===== src/startup_pkg.sv =====
`default_nettype none
package startup_pkg;
  // ----------------------------------------------------------------
  // sizes
  // ----------------------------------------------------------------
  localparam int N_BUCK      = 4;
  localparam int N_LDO       = 6;
  localparam int N_OUT       = N_BUCK + N_LDO + 1;
  localparam int SLOT_W      = 5;
  localparam int UNIT_W      = 14;
  localparam int FUSE_W      = 69;
  localparam int FUSE_BITS_N = 4;
  localparam int CFG_W       = 61;

  // ----------------------------------------------------------------
  // timing
  // ----------------------------------------------------------------
  localparam int CLK_PERIOD_NS  = 10;
  localparam int BASE_TICK_US   = 500;
  localparam int BASE_TICK_CYC  = BASE_TICK_US * 1000 / CLK_PERIOD_NS;
  localparam int SLOT_US [4]    = '{500, 1000, 2000, 4000};
  localparam int FIRST_US [4]   = '{2000, 2500, 4000, 7000};
  localparam int RESET_REL_US   = 2000;
  localparam int STBY_COIN_US   = 5000;
  localparam int STBY_NOCOIN_US = 24000;
  localparam int HOLD_OFF_US    = 4000000;

  typedef logic [UNIT_W-1:0] units_t;
  typedef logic [SLOT_W-1:0] slot_t;

  localparam units_t REL_UNITS    = units_t'(RESET_REL_US / BASE_TICK_US);
  localparam units_t STBY_COIN_U  = units_t'(STBY_COIN_US / BASE_TICK_US);
  localparam units_t STBY_NOCOIN_U = units_t'(STBY_NOCOIN_US / BASE_TICK_US);
  localparam units_t HOLD_UNITS   = units_t'(HOLD_OFF_US / BASE_TICK_US);
  localparam logic [3:0] ADDR_HI  = 4'h1;

  // ----------------------------------------------------------------
  // configuration image
  // ----------------------------------------------------------------
  typedef struct packed {
    logic [N_BUCK-1:0][SLOT_W-1:0] buck_slot_code;
    logic [N_LDO-1:0][SLOT_W-1:0]  ldo_slot_code;
    logic [SLOT_W-1:0]             ddr_ref_slot_code;
    logic [1:0]                    seq_tick_select;
    logic                          button_mode_select;
    logic [2:0]                    target_addr_bits;
  } shadow_cfg_t;

  localparam shadow_cfg_t DEFAULT_CFG = '{
    buck_slot_code:     {5'h03, 5'h03, 5'h02, 5'h01},
    ldo_slot_code:      {5'h03, 5'h03, 5'h03, 5'h00, 5'h02, 5'h00},
    ddr_ref_slot_code:  5'h03,
    seq_tick_select:    2'h1,
    button_mode_select: 1'h0,
    target_addr_bits:   3'h0
  };

  typedef enum logic [2:0] {ST_OFF, ST_PRE, ST_SEQ, ST_REL, ST_RUN} seq_state_t;

  function automatic units_t slot_units(input logic [1:0] sel);
    return units_t'(SLOT_US[sel] / BASE_TICK_US);
  endfunction : slot_units

  function automatic units_t pre_units(input logic [1:0] sel);
    return units_t'((FIRST_US[sel] - SLOT_US[sel]) / BASE_TICK_US);
  endfunction : pre_units
endpackage : startup_pkg
`default_nettype wire


===== src/pin_sync.sv =====
`default_nettype none
module pin_sync #(
  parameter int W = 1
) (
  input  wire logic         clk,
  input  wire logic         rst_n,
  input  wire logic         ce,
  input  wire logic [W-1:0] d,
  output logic      [W-1:0] q
);
  logic [W-1:0] meta;

  always_ff @(posedge clk) begin
    if (!rst_n) begin
      meta <= '0;
      q    <= '0;
    end else if (ce) begin
      meta <= d;
      q    <= meta;
    end
  end
endmodule : pin_sync
`default_nettype wire


===== src/slot_gate.sv =====
`default_nettype none
module slot_gate
  import startup_pkg::*;
(
  input  wire logic [SLOT_W-1:0] code,
  input  wire logic [SLOT_W-1:0] slot_now,
  output logic                   en
);
  // a zero code never enables; equal codes open on the same tick
  assign en = (code != '0) && (code <= slot_now);
endmodule : slot_gate
`default_nettype wire


===== src/startup_sequencer.sv =====
// How it works
// - every output owns a five-bit slot code
// - zero code keeps output out and off
// - code n enables after n ticks
// - tick select picks 500/1000/2000/4000 us
// - sequence ends at highest programmed slot
// - first enable 2.0/2.5/4.0/7.0 ms
// - host reset released 2.0 ms after last
// - standby on 5 ms, 24 ms without cell
// - level mode: pin high on, low off
// - edge mode: fall on, 4 s low off
// - target address 0x08 plus three bits
// - fuse ecc fixes one, flags two
// - shadow cleared on first main supply
// - source pin high loads built-in defaults
// - fuses load only with all load bits
// - no source keeps shadow zero, no sequence
// - keep flag resets low, blocks fuse loads
// - power up needs supply and turn-on
// - fed linear waits for its buck
`default_nettype none
module startup_sequencer
  import startup_pkg::*;
#(
  parameter int                   BASE_CYC      = BASE_TICK_CYC,
  parameter logic [N_LDO-1:0]     LDO_FED       = '0,
  parameter logic [N_LDO*2-1:0]   LDO_FEED_BUCK = '0
) (
  input  wire logic                   CLK,
  input  wire logic                   NRST,
  input  wire logic                   CE,
  input  wire logic                   MAIN_SUPPLY_VALID,
  input  wire logic                   COIN_CELL_VALID,
  input  wire logic                   CONFIG_SOURCE_PIN,
  input  wire logic                   POWER_ON_PIN,
  input  wire logic                   KEEP_WR,
  input  wire logic                   KEEP_WDATA,
  input  wire logic                   SHADOW_WR,
  input  wire shadow_cfg_t            SHADOW_WDATA,
  input  wire logic                   FUSE_LOAD_REQUEST,
  input  wire logic [FUSE_BITS_N-1:0] FUSE_LOAD_BITS,
  input  wire logic                   FUSE_ECC_EN,
  input  wire logic [FUSE_W-1:0]      FUSE_WORD,
  output logic      [N_BUCK-1:0]      BUCK_EN,
  output logic      [N_LDO-1:0]       LDO_EN,
  output logic                        DDR_REF_EN,
  output logic                        STANDBY_EN,
  output logic                        HOST_RESET_N_OUT,
  output logic                        HOST_RESET_N_OE,
  output logic      [6:0]             TARGET_ADDR,
  output shadow_cfg_t                 SHADOW_CFG,
  output logic                        KEEP_SHADOW_FLAG,
  output logic                        FUSE_ERR_FIXED,
  output logic                        FUSE_ERR_MULTI,
  output logic                        SEQ_BUSY
);
  // ----------------------------------------------------------------
  // pin synchronisers
  // ----------------------------------------------------------------
  logic [3:0] pins_s;
  logic       main_s;
  logic       coin_s;
  logic       src_s;
  logic       pin_s;

  pin_sync #(.W(4)) u_sync (
    .clk   (CLK),
    .rst_n (NRST),
    .ce    (CE),
    .d     ({MAIN_SUPPLY_VALID, COIN_CELL_VALID, CONFIG_SOURCE_PIN, POWER_ON_PIN}),
    .q     (pins_s)
  );

  assign main_s = pins_s[3];
  assign coin_s = pins_s[2];
  assign src_s  = pins_s[1];
  assign pin_s  = pins_s[0];

  // ----------------------------------------------------------------
  // fuse error correction
  // ----------------------------------------------------------------
  function automatic logic [CFG_W+1:0] ecc_fix(input logic [FUSE_W-1:0] w, input logic en);
    logic [6:0]        syn;
    logic              par;
    logic              fixed;
    logic              multi;
    logic [FUSE_W-1:0] c;
    logic [CFG_W-1:0]  d;
    int                k;
    syn   = '0;
    par   = ^w;
    c     = w;
    fixed = 1'b0;
    multi = 1'b0;
    d     = '0;
    k     = 0;
    for (int p = 1; p < FUSE_W; p++) begin
      if (w[p]) begin
        syn = syn ^ 7'(p);
      end
    end
    if (en) begin
      if (par && (int'(syn) < FUSE_W)) begin
        c[syn] = ~c[syn];
        fixed  = 1'b1;
      end else if (par || (syn != '0)) begin
        multi = 1'b1;
      end
    end
    for (int p = 1; p < FUSE_W; p++) begin
      if ((p & (p - 1)) != 0) begin
        d[k] = c[p];
        k    = k + 1;
      end
    end
    return {multi, fixed, d};
  endfunction : ecc_fix

  logic [CFG_W+1:0] ecc_out;
  shadow_cfg_t      fuse_cfg;

  assign ecc_out  = ecc_fix(FUSE_WORD, FUSE_ECC_EN);
  assign fuse_cfg = shadow_cfg_t'(ecc_out[CFG_W-1:0]);

  // ----------------------------------------------------------------
  // shadow configuration and source selection
  // ----------------------------------------------------------------
  shadow_cfg_t shadow;
  shadow_cfg_t loaded_cfg;
  logic        keep_flag;
  logic        main_seen;
  logic        load_pending;
  logic        first_valid;
  logic        fuse_ok;
  logic        do_load;
  logic        turn_on;
  logic        turn_off;

  assign first_valid = main_s & ~main_seen;
  assign fuse_ok     = FUSE_LOAD_REQUEST & (&FUSE_LOAD_BITS);
  assign loaded_cfg  = src_s ? DEFAULT_CFG : fuse_cfg;
  assign do_load     = (load_pending | turn_on)
                       & (src_s | (~keep_flag & fuse_ok));

  always_ff @(posedge CLK) begin
    if (!NRST) begin
      shadow         <= '0;
      keep_flag      <= 1'b0;
      main_seen      <= 1'b0;
      load_pending   <= 1'b0;
      FUSE_ERR_FIXED <= 1'b0;
      FUSE_ERR_MULTI <= 1'b0;
    end else if (CE) begin
      // a supply that returns after a loss counts as newly applied
      main_seen    <= main_s;
      load_pending <= first_valid;
      if (first_valid) begin
        shadow    <= '0;
        keep_flag <= 1'b0;
      end else if (do_load) begin
        shadow         <= loaded_cfg;
        FUSE_ERR_FIXED <= ~src_s & ecc_out[CFG_W];
        FUSE_ERR_MULTI <= ~src_s & ecc_out[CFG_W+1];
      end else if (SHADOW_WR && main_s) begin
        shadow <= SHADOW_WDATA;
      end
      if (!first_valid && KEEP_WR && main_s) begin
        keep_flag <= KEEP_WDATA;
      end
    end
  end

  // ----------------------------------------------------------------
  // base tick, slot codes
  // ----------------------------------------------------------------
  logic [31:0]      cyc_cnt;
  logic             unit_tick;
  slot_t            codes [N_OUT];
  slot_t            max_slot;
  logic [N_OUT-1:0] gate_en;
  units_t           slot_len;
  units_t           pre_len;

  assign unit_tick = (cyc_cnt == 32'(BASE_CYC - 1));
  assign slot_len  = slot_units(shadow.seq_tick_select);
  assign pre_len   = pre_units(shadow.seq_tick_select);

  always_ff @(posedge CLK) begin
    if (!NRST) begin
      cyc_cnt <= '0;
    end else if (CE) begin
      cyc_cnt <= (unit_tick || turn_on) ? '0 : cyc_cnt + 32'h1;
    end
  end

  for (genvar i = 0; i < N_BUCK; i++) begin : g_buck
    assign codes[i] = shadow.buck_slot_code[i];
  end
  for (genvar i = 0; i < N_LDO; i++) begin : g_ldo
    assign codes[N_BUCK+i] = shadow.ldo_slot_code[i];
  end
  assign codes[N_OUT-1] = shadow.ddr_ref_slot_code;

  always_comb begin
    max_slot = '0;
    for (int i = 0; i < N_OUT; i++) begin
      if (codes[i] > max_slot) begin
        max_slot = codes[i];
      end
    end
  end

  // ----------------------------------------------------------------
  // turn-on and turn-off events
  // ----------------------------------------------------------------
  seq_state_t state;
  seq_state_t next_state;
  units_t     unit_cnt;
  units_t     next_unit;
  slot_t      slot_cnt;
  slot_t      next_slot;
  units_t     hold_cnt;
  logic       pin_prev;
  logic       pin_fall;
  logic       on_req;

  assign pin_fall = pin_prev & ~pin_s;
  assign on_req   = shadow.button_mode_select ? pin_fall : pin_s;
  assign turn_on  = (state == ST_OFF) & main_s & on_req;
  assign turn_off = (state != ST_OFF)
                    & (~main_s
                       | (shadow.button_mode_select ? (hold_cnt >= HOLD_UNITS)
                                                    : ~pin_s));

  always_ff @(posedge CLK) begin
    if (!NRST) begin
      pin_prev <= 1'b0;
      hold_cnt <= '0;
    end else if (CE) begin
      pin_prev <= pin_s;
      if (pin_s || state == ST_OFF) begin
        hold_cnt <= '0;
      end else if (unit_tick && hold_cnt < HOLD_UNITS) begin
        hold_cnt <= hold_cnt + units_t'(1);
      end
    end
  end

  // ----------------------------------------------------------------
  // sequencer
  // ----------------------------------------------------------------
  always_comb begin
    next_state = state;
    next_slot  = slot_cnt;
    next_unit  = unit_tick ? unit_cnt + units_t'(1) : unit_cnt;
    case (state)
      ST_OFF: begin
        next_unit = '0;
        next_slot = '0;
        if (turn_on) begin
          next_state = ST_PRE;
        end
      end
      ST_PRE: begin
        if (unit_tick && next_unit == pre_len) begin
          next_unit  = '0;
          next_state = (max_slot == '0) ? ST_OFF : ST_SEQ;
        end
      end
      ST_SEQ: begin
        if (unit_tick && next_unit == slot_len) begin
          next_unit = '0;
          next_slot = slot_cnt + slot_t'(1);
          if (next_slot >= max_slot) begin
            next_state = ST_REL;
          end
        end
      end
      ST_REL: begin
        if (unit_tick && next_unit == REL_UNITS) begin
          next_unit  = '0;
          next_state = ST_RUN;
        end
      end
      ST_RUN: begin
        next_unit = '0;
      end
      default: begin
        next_state = ST_OFF;
      end
    endcase
    if (turn_off) begin
      next_state = ST_OFF;
    end
  end

  always_ff @(posedge CLK) begin
    if (!NRST) begin
      state    <= ST_OFF;
      unit_cnt <= '0;
      slot_cnt <= '0;
    end else if (CE) begin
      state    <= next_state;
      unit_cnt <= next_unit;
      slot_cnt <= next_slot;
    end
  end

  // ----------------------------------------------------------------
  // output enables
  // ----------------------------------------------------------------
  for (genvar i = 0; i < N_OUT; i++) begin : g_gate
    slot_gate u_gate (
      .code     (codes[i]),
      .slot_now (slot_cnt),
      .en       (gate_en[i])
    );
  end

  logic [N_LDO-1:0] ldo_gated;
  for (genvar i = 0; i < N_LDO; i++) begin : g_feed
    assign ldo_gated[i] = gate_en[N_BUCK+i]
                          & (~LDO_FED[i] | gate_en[LDO_FEED_BUCK[2*i +: 2]]);
  end

  units_t stby_cnt;
  units_t stby_lim;

  assign stby_lim = coin_s ? STBY_COIN_U : STBY_NOCOIN_U;

  always_ff @(posedge CLK) begin
    if (!NRST) begin
      BUCK_EN         <= '0;
      LDO_EN          <= '0;
      DDR_REF_EN      <= 1'b0;
      HOST_RESET_N_OE <= 1'b1;
      STANDBY_EN      <= 1'b0;
      stby_cnt        <= '0;
      TARGET_ADDR     <= '0;
    end else if (CE) begin
      BUCK_EN         <= gate_en[N_BUCK-1:0];
      LDO_EN          <= ldo_gated;
      DDR_REF_EN      <= gate_en[N_OUT-1];
      HOST_RESET_N_OE <= (next_state != ST_RUN);
      TARGET_ADDR     <= {ADDR_HI, shadow.target_addr_bits};
      if (!main_s) begin
        stby_cnt   <= '0;
        STANDBY_EN <= 1'b0;
      end else if (stby_cnt >= stby_lim) begin
        STANDBY_EN <= 1'b1;
      end else if (unit_tick) begin
        stby_cnt <= stby_cnt + units_t'(1);
      end
    end
  end

  assign HOST_RESET_N_OUT = 1'b0;
  assign SHADOW_CFG       = shadow;
  assign KEEP_SHADOW_FLAG = keep_flag;
  assign SEQ_BUSY         = (state == ST_PRE) || (state == ST_SEQ) || (state == ST_REL);
endmodule : startup_sequencer
`default_nettype wire


===== config.mk =====
export PLATFORM = sky130hd
export DESIGN_NAME = startup_sequencer
export DESIGN_NICKNAME = d
export VERILOG_FILES = /design/src/startup_pkg.sv /design/src/pin_sync.sv /design/src/slot_gate.sv /design/src/startup_sequencer.sv
export SDC_FILE = /design/constraint.sdc
export NUM_CORES = 1
export LEC_CHECK = 0
export BUFFER_PORTS_ARGS = -buffer_cell sky130_fd_sc_hd__buf_2
export CAP_MARGIN = 20
export CORE_ASPECT_RATIO = 1.5
export CORE_MARGIN = 2
export CORE_UTILIZATION = 50
export DETAILED_ROUTE_END_ITERATION = 12
export PLACE_DENSITY = 0.72
export SETUP_SLACK_MARGIN = 0.1
export SLEW_MARGIN = 20
export SYNTH_ARGS = -nofsm -noshare
export SYNTH_HDL_FRONTEND = slang
export SYNTH_SLANG_ARGS = --single-unit

===== constraint.sdc =====
create_clock -name CLK -period 17.82 [get_ports CLK]
set_input_delay 0.891 -clock CLK [delete_from_list [all_inputs] [get_ports CLK]]
set_output_delay 0.891 -clock CLK [all_outputs]
set_load 0.05 [all_outputs]

==> results.cfg, run 1 <==
[run_status]
status = finished clean

[critical_path]
arrival_ns = 17.05
slowest_delay_ns = 0.49
critical-path-top-delay-family = compound AO/OA/AOI/OAI gates
path_class = reg2reg
path_common_cell = o21a_1
critical-path-slowest-cell = or3b_2
startpoint_type = register
crit_required_ns = 18.17
worst_setup_path_end_kind = register
critPathMaxFanout = 13
cp.buffers_inverters = 4

[cts]
h-tree-depth = 4
clk_latency_ns = 0.46
clk_pin_slew_worst_paths_ns = 0.07
cts_tree = done
cts_buffers = 17
cts_root_buffer = clkbuf_16
hold_buffers = 0
clock_path_buffers = 2
cts_num_sinks = 174

[pwr]
p_seq_frac = 0.107
p_int_uw = 1820
combPwrFrac = 0.796
p_sw_frac = 0.510
max-vdd-ir-drop_v = 0.000269
p_per_area_mw_per_mm2 = 220
switching_power_uw = 1890
p_total_uw = 3720
clock_power_share = 0.097
leakagePower_uw = 0.00685

[synthesis]
synthCells = 1852
syn_area_mm2 = 0.0147
yosys.area.top_type = dfxtp_1
yosysSeqAreaShare = 0.236
synthDistinctLibCells = 96
synthFlopType = dfxtp_1
yosysTopAreaCellShare = 0.236
async_flop_share = 0
ys.warnings.count = 0
synth-edff-count = 0
ys_ff_latch = 174
syn_area_per_cell_um2 = 7.95
ys_top_cells_by_area = dfxtp_1, ha_1, xnor2_1

[final_layout]
syn2layout_area_growth_pct = 14.9
fin_cells = 2462
final_layout_size_suffix_gt1_frac = 0.174
antennaDiodeCount = 0
fin_area_mm2 = 0.0169
nets = 2332

[detailed_routing]
routed_wl_um = 52900
vias_per_cell = 6.09
dr_total_vias = 15000
ant_nets = 0
drc = 0
drt-pass1-iter-count = 5
drtIter0Drc = 911
wl_per_cell_um = 21.5

[global_routing]
grt_start_max_net_pins = 54
track_usage = 0.339
first_global_vias = 14600
grt_pass1_wl_um = 80100
antenna_found_initial = 1
gr-total-overflow = 0

[timing]
finalClockSkew_ns = 0.0149
report.final.slew_viol_count = 0
finalHoldViolations = 0
setup_viol = 0
hold_slack_ns = 0.468
fmax_mhz = 59.9
worstMarginPinSlew_ns = 1.18
finalCriticalPeriod_ns = 16.70
maxSlewHeadroom = 0.212
fin_ws_ns = 1.12
finalCritPeriodShare = 0.937

[floorplan]
start_util = 0.503
fp.dieH_um = 214
io_pins = 232
fp.coreArea_mm2 = 0.0293
dieWidth_um = 144
row_count = 77
die-area_mm2 = 0.0309

[min_path]
hold_class = reg2reg

[place]
io_buffers = 227
post-dp-hpwl_um = 41800
placed_cells = 2428
dpl_worst_slack_ns = 0.365
place_area_mm2 = 0.0162
place.gp.congestion = 1.03

[job]
timing.max_cap.violations = 0
[worst register-to-register path: cells and delay by family, from the launching register on]
| kind | cells | cell delay [ns] |
|---|---|---|
| AO/OA/AOI/OAI | 47 | 8.08 |
| AND/OR/NAND/NOR | 30 | 4.42 |
| adder cells (fa/ha/maj) | 11 | 3.12 |
| buffers and inverters | 4 | 0.55 |
| flip-flops | 1 | 0.38 |
[stage by stage]
stage	util	setup TNS (ns)
CTS	0.573	0
detailed placement	0.555	0
floorplan	-	0
global route	0.578	-0.0108
global placement	0.555	0
finish	0.578	0
[cell type report]
cell class,count,area (um2)
well taps,395,494
repair buffers,253,1330
flip-flops and latches,174,3490
clock inverters,12,101
inverters,58,218
multi-input cells,1551,10900
clock buffers,19,443
fillers,2849,12400
[timing repair]
item / 4_1_cts / 5_1_grt
setup endpoints to repair: 0 / 2
endpoints found under the hold margin: 0 / 0
buffers inserted: 0 / 3
resized for setup: 0 / 29
[metal layers]
layer	global-route usage	share of wire	vias to the layer above
met5	0	0.00019	-
met3	0.0384	0.054	190
met2	0.596	0.50	619
met4	0.255	0.084	2
met1	0.365	0.36	7070
li1	-	-	7104
[state kept, by name, summed over array words and instances, names as in the netlist, 4 cells and up]
register	flops
cyc_cnt	32
TARGET_ADDR	4
SHADOW_CFG	61
unit_cnt	14
hold_cnt	14
LDO_EN	6
BUCK_EN	4
u_sync.meta	4
u_sync.q	4
stby_cnt	14
slot_cnt	5
[kinds of logic after synthesis]
group                    count (synthesis)  synth area share
other                                    1          0.000255
flip-flops                             174             0.236
XOR/XNOR                               189             0.120
AO/OA/AOI/OAI                          463             0.213
AND/OR/NAND/NOR                        701             0.238
adder cells (fa/ha/maj)                131             0.111
multiplexers                            63            0.0442
buffers and inverters                  130            0.0361
[final timing paths]
path	start	slack, ns	end	cells past startpoint
hold / removal	TARGET_ADDR[3]	0.47	TARGET_ADDR[3]	1
hold reg to reg	TARGET_ADDR[3]	0.47	TARGET_ADDR[3]	1
setup reg to reg	SHADOW_CFG[43]	1.12	state[0]	92
setup / recovery	SHADOW_CFG[43]	1.12	state[0]	92
[Yosys cell counts, drive strengths merged, types with 5 or more instances]
master,n
nor3,30
a211o,5
o211ai,39
o221ai,6
inv,58
nand3,72
dfxtp,174
o22ai,12
a21o,17
a31oi,28
mux2i,47
clkbuf,51
or3,11
a22o,9
nor2b,57
ha,131
or4,10
and4,6
o31ai,9
o21bai,5
o21ai,104
a22oi,39
or2,15
a211oi,5
mux2,16
o21a,37
a21boi,22
nand4,16
nor4,25
a21oi,73
o311ai,8
buf,21
nand2b,28
and3,42
nor4b,5
xor2,53
o41ai,6
nor3b,5
nor2,158
and2,19
nand2,187
xnor2,130
[power by group through the flow]
| stage | combinational, uW | clock, uW | sequential (uW) |
|---|---|---|---|
| floorplan | 2190 | 0 | 414 |
| global placement | 2770 | 0 | 408 |
| detailed placement | 2820 | 0 | 408 |
| CTS | 2840 | 363 | 399 |
| global route | 3280 | 378 | 399 |
| finish | 2960 | 359 | 399 |
[cell usage in the layout (no fill, tap or decap), types with 23 or more instances in the layout]
cell type	instances
dfxtp_1	172
nor2_1	154
a21oi_1	71
o21ai_0	89
o21a_1	35
o211ai_1	38
nor3_1	30
mux2i_1	44
buf_2	227
nand3_1	72
and3_1	42
buf_4	26
nor4_1	23
a31oi_1	27
xor2_1	53
a22oi_1	38
inv_1	58
nand2b_1	27
nor2b_1	56
nand2_1	185
xnor2_1	126
ha_1	131
Note: power is estimated with default switching activity, not from simulation.
==> run 2, diff against run 1 <==
--- a/config.mk
+++ b/config.mk
@@ -11,9 +11,10 @@
 export CORE_MARGIN = 2
 export CORE_UTILIZATION = 50
 export DETAILED_ROUTE_END_ITERATION = 12
-export PLACE_DENSITY = 0.72
+export PLACE_DENSITY = 0.71
 export SETUP_SLACK_MARGIN = 0.1
 export SLEW_MARGIN = 20
 export SYNTH_ARGS = -nofsm -noshare
 export SYNTH_HDL_FRONTEND = slang
+export SYNTH_HIERARCHICAL = 1
 export SYNTH_SLANG_ARGS = --single-unit
==> results.cfg, run 2 <==
[critical_path]
critical-path-slowest-cell = or4b_2
reg2reg_depth = 87
crit_required_ns = 18.16
path_common_cell = o21a_1
worst_setup_path_end_kind = register
slowest_delay_ns = 0.62
startpoint_type = register
path_class = reg2reg
arrival_ns = 17.11
critPathMaxFanout = 10

[floorplan]
fp.dieH_um = 220
start_util = 0.510
io_pins = 232
row_count = 78
fp.coreArea_mm2 = 0.0304
dieWidth_um = 148
die-area_mm2 = 0.0324

[pwr]
leakagePower_uw = 0.00708
p_per_area_mw_per_mm2 = 146
max-vdd-ir-drop_v = 0.000206

[timing]
hold_slack_ns = 0.460
maxSlewHeadroom = 0.197
report.final.slew_viol_count = 0
finalClockSkew_ns = 0.00943
fmax_mhz = 59.6
worstMarginPinSlew_ns = 1.17
rsz0062_at_grt = no
finalCritPeriodShare = 0.941
setup_viol = 0
finalHoldViolations = 0
finalCriticalPeriod_ns = 16.77

[place]
post-dp-hpwl_um = 42500
io_buffers = 227
place.gp.congestion = 1.09

[cts]
h-tree-depth = 4
cts_root_buffer = clkbuf_16
cts_num_sinks = 174
cts_buffers = 17
clock_path_buffers = 2
clk_latency_ns = 0.46
clk_pin_slew_worst_paths_ns = 0.07
cts_tree = done

[synthesis]
syn_area_per_cell_um2 = 7.94
ys_top_cells_by_area = dfxtp_1, ha_1, xnor2_1
ys_ff_latch = 174
async_flop_share = 0
synth.most_common_cell = nor2_1
synth_common_cells = nor2_1, dfxtp_1, nand2_1, ha_1, a21oi_1
yosysSeqAreaShare = 0.225
synthDistinctLibCells = 95
synthFlopType = dfxtp_1
ys.warnings.count = 6
syn_area_mm2 = 0.0155
synthCells = 1950
yosys.area.top_type = dfxtp_1
yosysTopAreaCellShare = 0.225
synth-edff-count = 0

[global_routing]
first_global_vias = 15100
met2_usage = 0.584
gr-total-overflow = 0
grt_start_max_net_pins = 74
grtUsageMet3 = 0.0505
grt_pass1_wl_um = 82200
track_usage = 0.326
grt-busiest-layer = met2
grtUsageMet1 = 0.340
antenna_found_initial = 8

[min_path]
hold_class = reg2reg
min_path_cells = 1

[final_layout]
syn2layout_area_growth_pct = 13.3
fin_util = 0.578
final_layout_size_suffix_gt1_frac = 0.172
multi_input_area_mm2 = 0.0112
layout_common_cells = buf_2, nor2_1, dfxtp_1, nand2_1, ha_1
mostFrequentLayoutCell = buf_2
regArea_mm2 = 0.00349
fill_cells = 2792
nets = 2403
largest_reg_flops = 61

[detailed_routing]
drt-pass1-iter-count = 5
dr_total_vias = 15500
routed_wl_um = 53700
vias_per_cell = 6.11
drtIter0Drc = 1048
ant_nets = 0
wl_per_cell_um = 21.1
drc = 0

[run_status]
status = finished clean

[job]
timing.max_cap.violations = 0
[run 2: final timing paths]
kind,startpoint,endpoint,slack [ns]
hold / removal,TARGET_ADDR[3],TARGET_ADDR[3],0.46
setup reg to reg,SHADOW_CFG[44],state[0],1.05
setup / recovery,SHADOW_CFG[44],state[0],1.05
hold reg to reg,TARGET_ADDR[3],TARGET_ADDR[3],0.46
[run 2: critical path: cells and delay by family (launching register included)]
family	cells	cell delay, ns
fa+ha+maj	11	3.18
flops	1	0.38
buf+inv	1	0.08
compound gates	45	7.45
mux	3	1.01
simple gates	27	4.51
[run 2: metal layers]
layer / vias up / wire length, um
li1: 7335 / -
met1: 7274 / 19300
met2: 679 / 26700
met3: 226 / 3170
met4: 6 / 4470
met5: - / 32
[run 2: through the flow]
stage          worst slack [ns]  TNS [ns]  cells  instance area, um2  power, uW
5_1_grt                  0.0979         0   2540               17500       2730
2_1_floorplan             0.491         0   1953               15500       1710
6_report                   1.05         0   2542               17500       2570
4_1_cts                   0.215         0   2533               17400       2440
3_3_place_gp              0.424         0   2503               16800       2040
3_5_place_dp            -0.0894   -0.0894   2503               16800       2080
[run 2: final cells by class]
type                            instances  share of cell area
Sequential cell                       174               0.199
Multi-Input combinational cell       1560               0.640
Clock inverter                          9             0.00449
Inverter                              126              0.0270
Antenna cell                            5            0.000713
Clock buffer                           21              0.0268
Timing Repair Buffer                  247              0.0733
Tap cell                              400              0.0285
[run 2: repair_timing]
action | CTS | global route
resized for setup | 3 | 35
hold buffers | 0 | 0
pin swaps | 0 | 1
buffers inserted | 0 | 3
cloned | 0 | 0
endpoints found under the hold margin | 0 | 0
setup endpoints to repair | 1 | 2
[run 2: cell families after synthesis]
kind of cell,synth area share
buffers and inverters,0.0593
DFF,0.225
AOI/OAI and AO/OA,0.214
muxes,0.0679
and+or+nand+nor,0.209
adders and majority gates,0.106
other,0.000242
xor gates and xnor gates,0.118
[run 2: where the power goes]
part,switching (uW),internal (uW),leakage (uW)
sequential,6.93,393,0.00141
clock,169,191,0.000259
combinational,1130,680,0.00541
total,1310,1260,0.00708
==> run 3, diff against run 2 <==
--- a/config.mk
+++ b/config.mk
@@ -9,12 +9,10 @@
 export CAP_MARGIN = 20
 export CORE_ASPECT_RATIO = 1.5
 export CORE_MARGIN = 2
-export CORE_UTILIZATION = 50
+export CORE_UTILIZATION = 40
 export DETAILED_ROUTE_END_ITERATION = 12
-export PLACE_DENSITY = 0.71
 export SETUP_SLACK_MARGIN = 0.1
 export SLEW_MARGIN = 20
 export SYNTH_ARGS = -nofsm -noshare
 export SYNTH_HDL_FRONTEND = slang
-export SYNTH_HIERARCHICAL = 1
 export SYNTH_SLANG_ARGS = --single-unit
==> results.cfg, run 3 (synthesized netlist as in run 1, its figures left out) <==
[run_status]
status = finished clean

[critical_path]
worst_setup_path_end_kind = register
r2r_end = state[0]
slowest_delay_ns = 0.39
arrival_ns = 16.78
worstSetupStartpoint = SHADOW_CFG[43]
path_common_cell = o21a_1
reg2reg_from = SHADOW_CFG[43]
crit_end = state[0]
reg2reg_depth = 89
path_class = reg2reg
crit_required_ns = 18.19
rrSetupSlack_ns = 1.41
critical-path-slowest-cell = dfxtp_2
critPathMaxFanout = 13
startpoint_type = register

[final_layout]
final_layout_size_suffix_gt1_frac = 0.176
fin_util = 0.470
syn2layout_area_growth_pct = 16.3
mostFrequentLayoutCell = buf_2
antennaDiodeCount = 0
layout_common_cells = buf_2, nand2_1, dfxtp_1, nor2_1, ha_1
nets = 2335
largest_reg_flops = 61
fin_area_mm2 = 0.0171

[pwr]
leakagePower_uw = 0.00692
p_per_area_mw_per_mm2 = 221
max-vdd-ir-drop_v = 0.000279
p_total_uw = 3790

[timing]
worstMarginPinSlew_ns = 1.15
fmax_mhz = 60.9
maxSlewHeadroom = 0.231
rsz0062_at_grt = no
finalHoldViolations = 0
report.final.slew_viol_count = 0
finalCritPeriodShare = 0.921
finalClockSkew_ns = 0.0204
setup_viol = 0
finalCriticalPeriod_ns = 16.41

[min_path]
hold_class = reg2reg
min_path_cells = 1

[place]
io_buffers = 227
place_area_mm2 = 0.0164
post-dp-hpwl_um = 44500
place.gp.congestion = 1.03

[detailed_routing]
wl_per_cell_um = 21.7
drtIter0Drc = 897
drc = 0
vias_per_cell = 5.81
dr_total_vias = 14900
ant_nets = 0
drt-pass1-iter-count = 6
routed_wl_um = 55500

[cts]
cts_num_sinks = 174
hold_buffers = 0
cts_root_buffer = clkbuf_16
cts_tree = done
h-tree-depth = 4
clk_pin_slew_worst_paths_ns = 0.08
clk_latency_ns = 0.47
clock_path_buffers = 2
cts_buffers = 17

[floorplan]
die-area_mm2 = 0.0384
row_count = 86
fp.dieH_um = 239
fp.coreArea_mm2 = 0.0365
dieWidth_um = 161
start_util = 0.404
io_pins = 232

[global_routing]
antenna_found_initial = 1
grt_pass1_wl_um = 82800
first_global_vias = 14300
grt_start_max_net_pins = 48
gr-total-overflow = 0
track_usage = 0.283

[job]
timing.max_cap.violations = 0
==> run 3: stage by stage <==
step | cells | worst slack, ns | setup TNS (ns) | hold WS [ns]
global placement | 2519 | 0.320 | 0 | 0.438
finish | 2555 | 1.41 | 0 | 0.464
CTS | 2551 | 0.208 | 0 | 0.468
global route | 2555 | 0.110 | 0 | 0.491
floorplan | 1855 | 1.22 | 0 | 0.429
detailed placement | 2519 | -0.0460 | -0.0460 | 0.449
==> run 3: worst min-delay path by stage <==
stage / start / end
CTS: TARGET_ADDR[3] / TARGET_ADDR[3]
floorplan: hold_cnt[12] / hold_cnt[12]
global route: TARGET_ADDR[3] / TARGET_ADDR[3]
detailed placement: TARGET_ADDR[3] / TARGET_ADDR[3]
finish: TARGET_ADDR[3] / TARGET_ADDR[3]
global placement: TARGET_ADDR[3] / TARGET_ADDR[3]
==> run 3: worst max-delay path, delay by kind of cell, from the launching register on <==
family | cells | cell delay, ns
adders and majority gates | 11 | 3.08
AOI/OAI and AO/OA | 48 | 8.41
DFF | 1 | 0.39
buffers and inverters | 2 | 0.22
and+or+nand+nor | 27 | 3.95
muxes | 1 | 0.25
==> run 3: layout make-up <==
type                    instances  area (um2)
repair buffers                256        1350
fillers                      3689       19300
clock buffers                  17         425
well taps                     484         606
clock inverters                15         214
flip-flops and latches        174        3490
inverters                      58         218
multi-input cells            1551       10800
==> run 3: metal layers <==
layer | track usage | part of all wire
met5 | 0 | 0.00023
met4 | 0.192 | 0.071
met3 | 0.0357 | 0.049
met2 | 0.528 | 0.52
met1 | 0.293 | 0.36
==> run 3: repair_timing <==
action                     4_1_cts  5_1_grt
setup endpoints to repair        1        2
buffers inserted                 0        4
pin swaps                        0        3
gates resized for setup          2       27
==> run 3: where the power goes <==
part | internal, uW | switching (uW)
clock network | 195 | 205
registers | 393 | 6.23
logic | 1250 | 1750
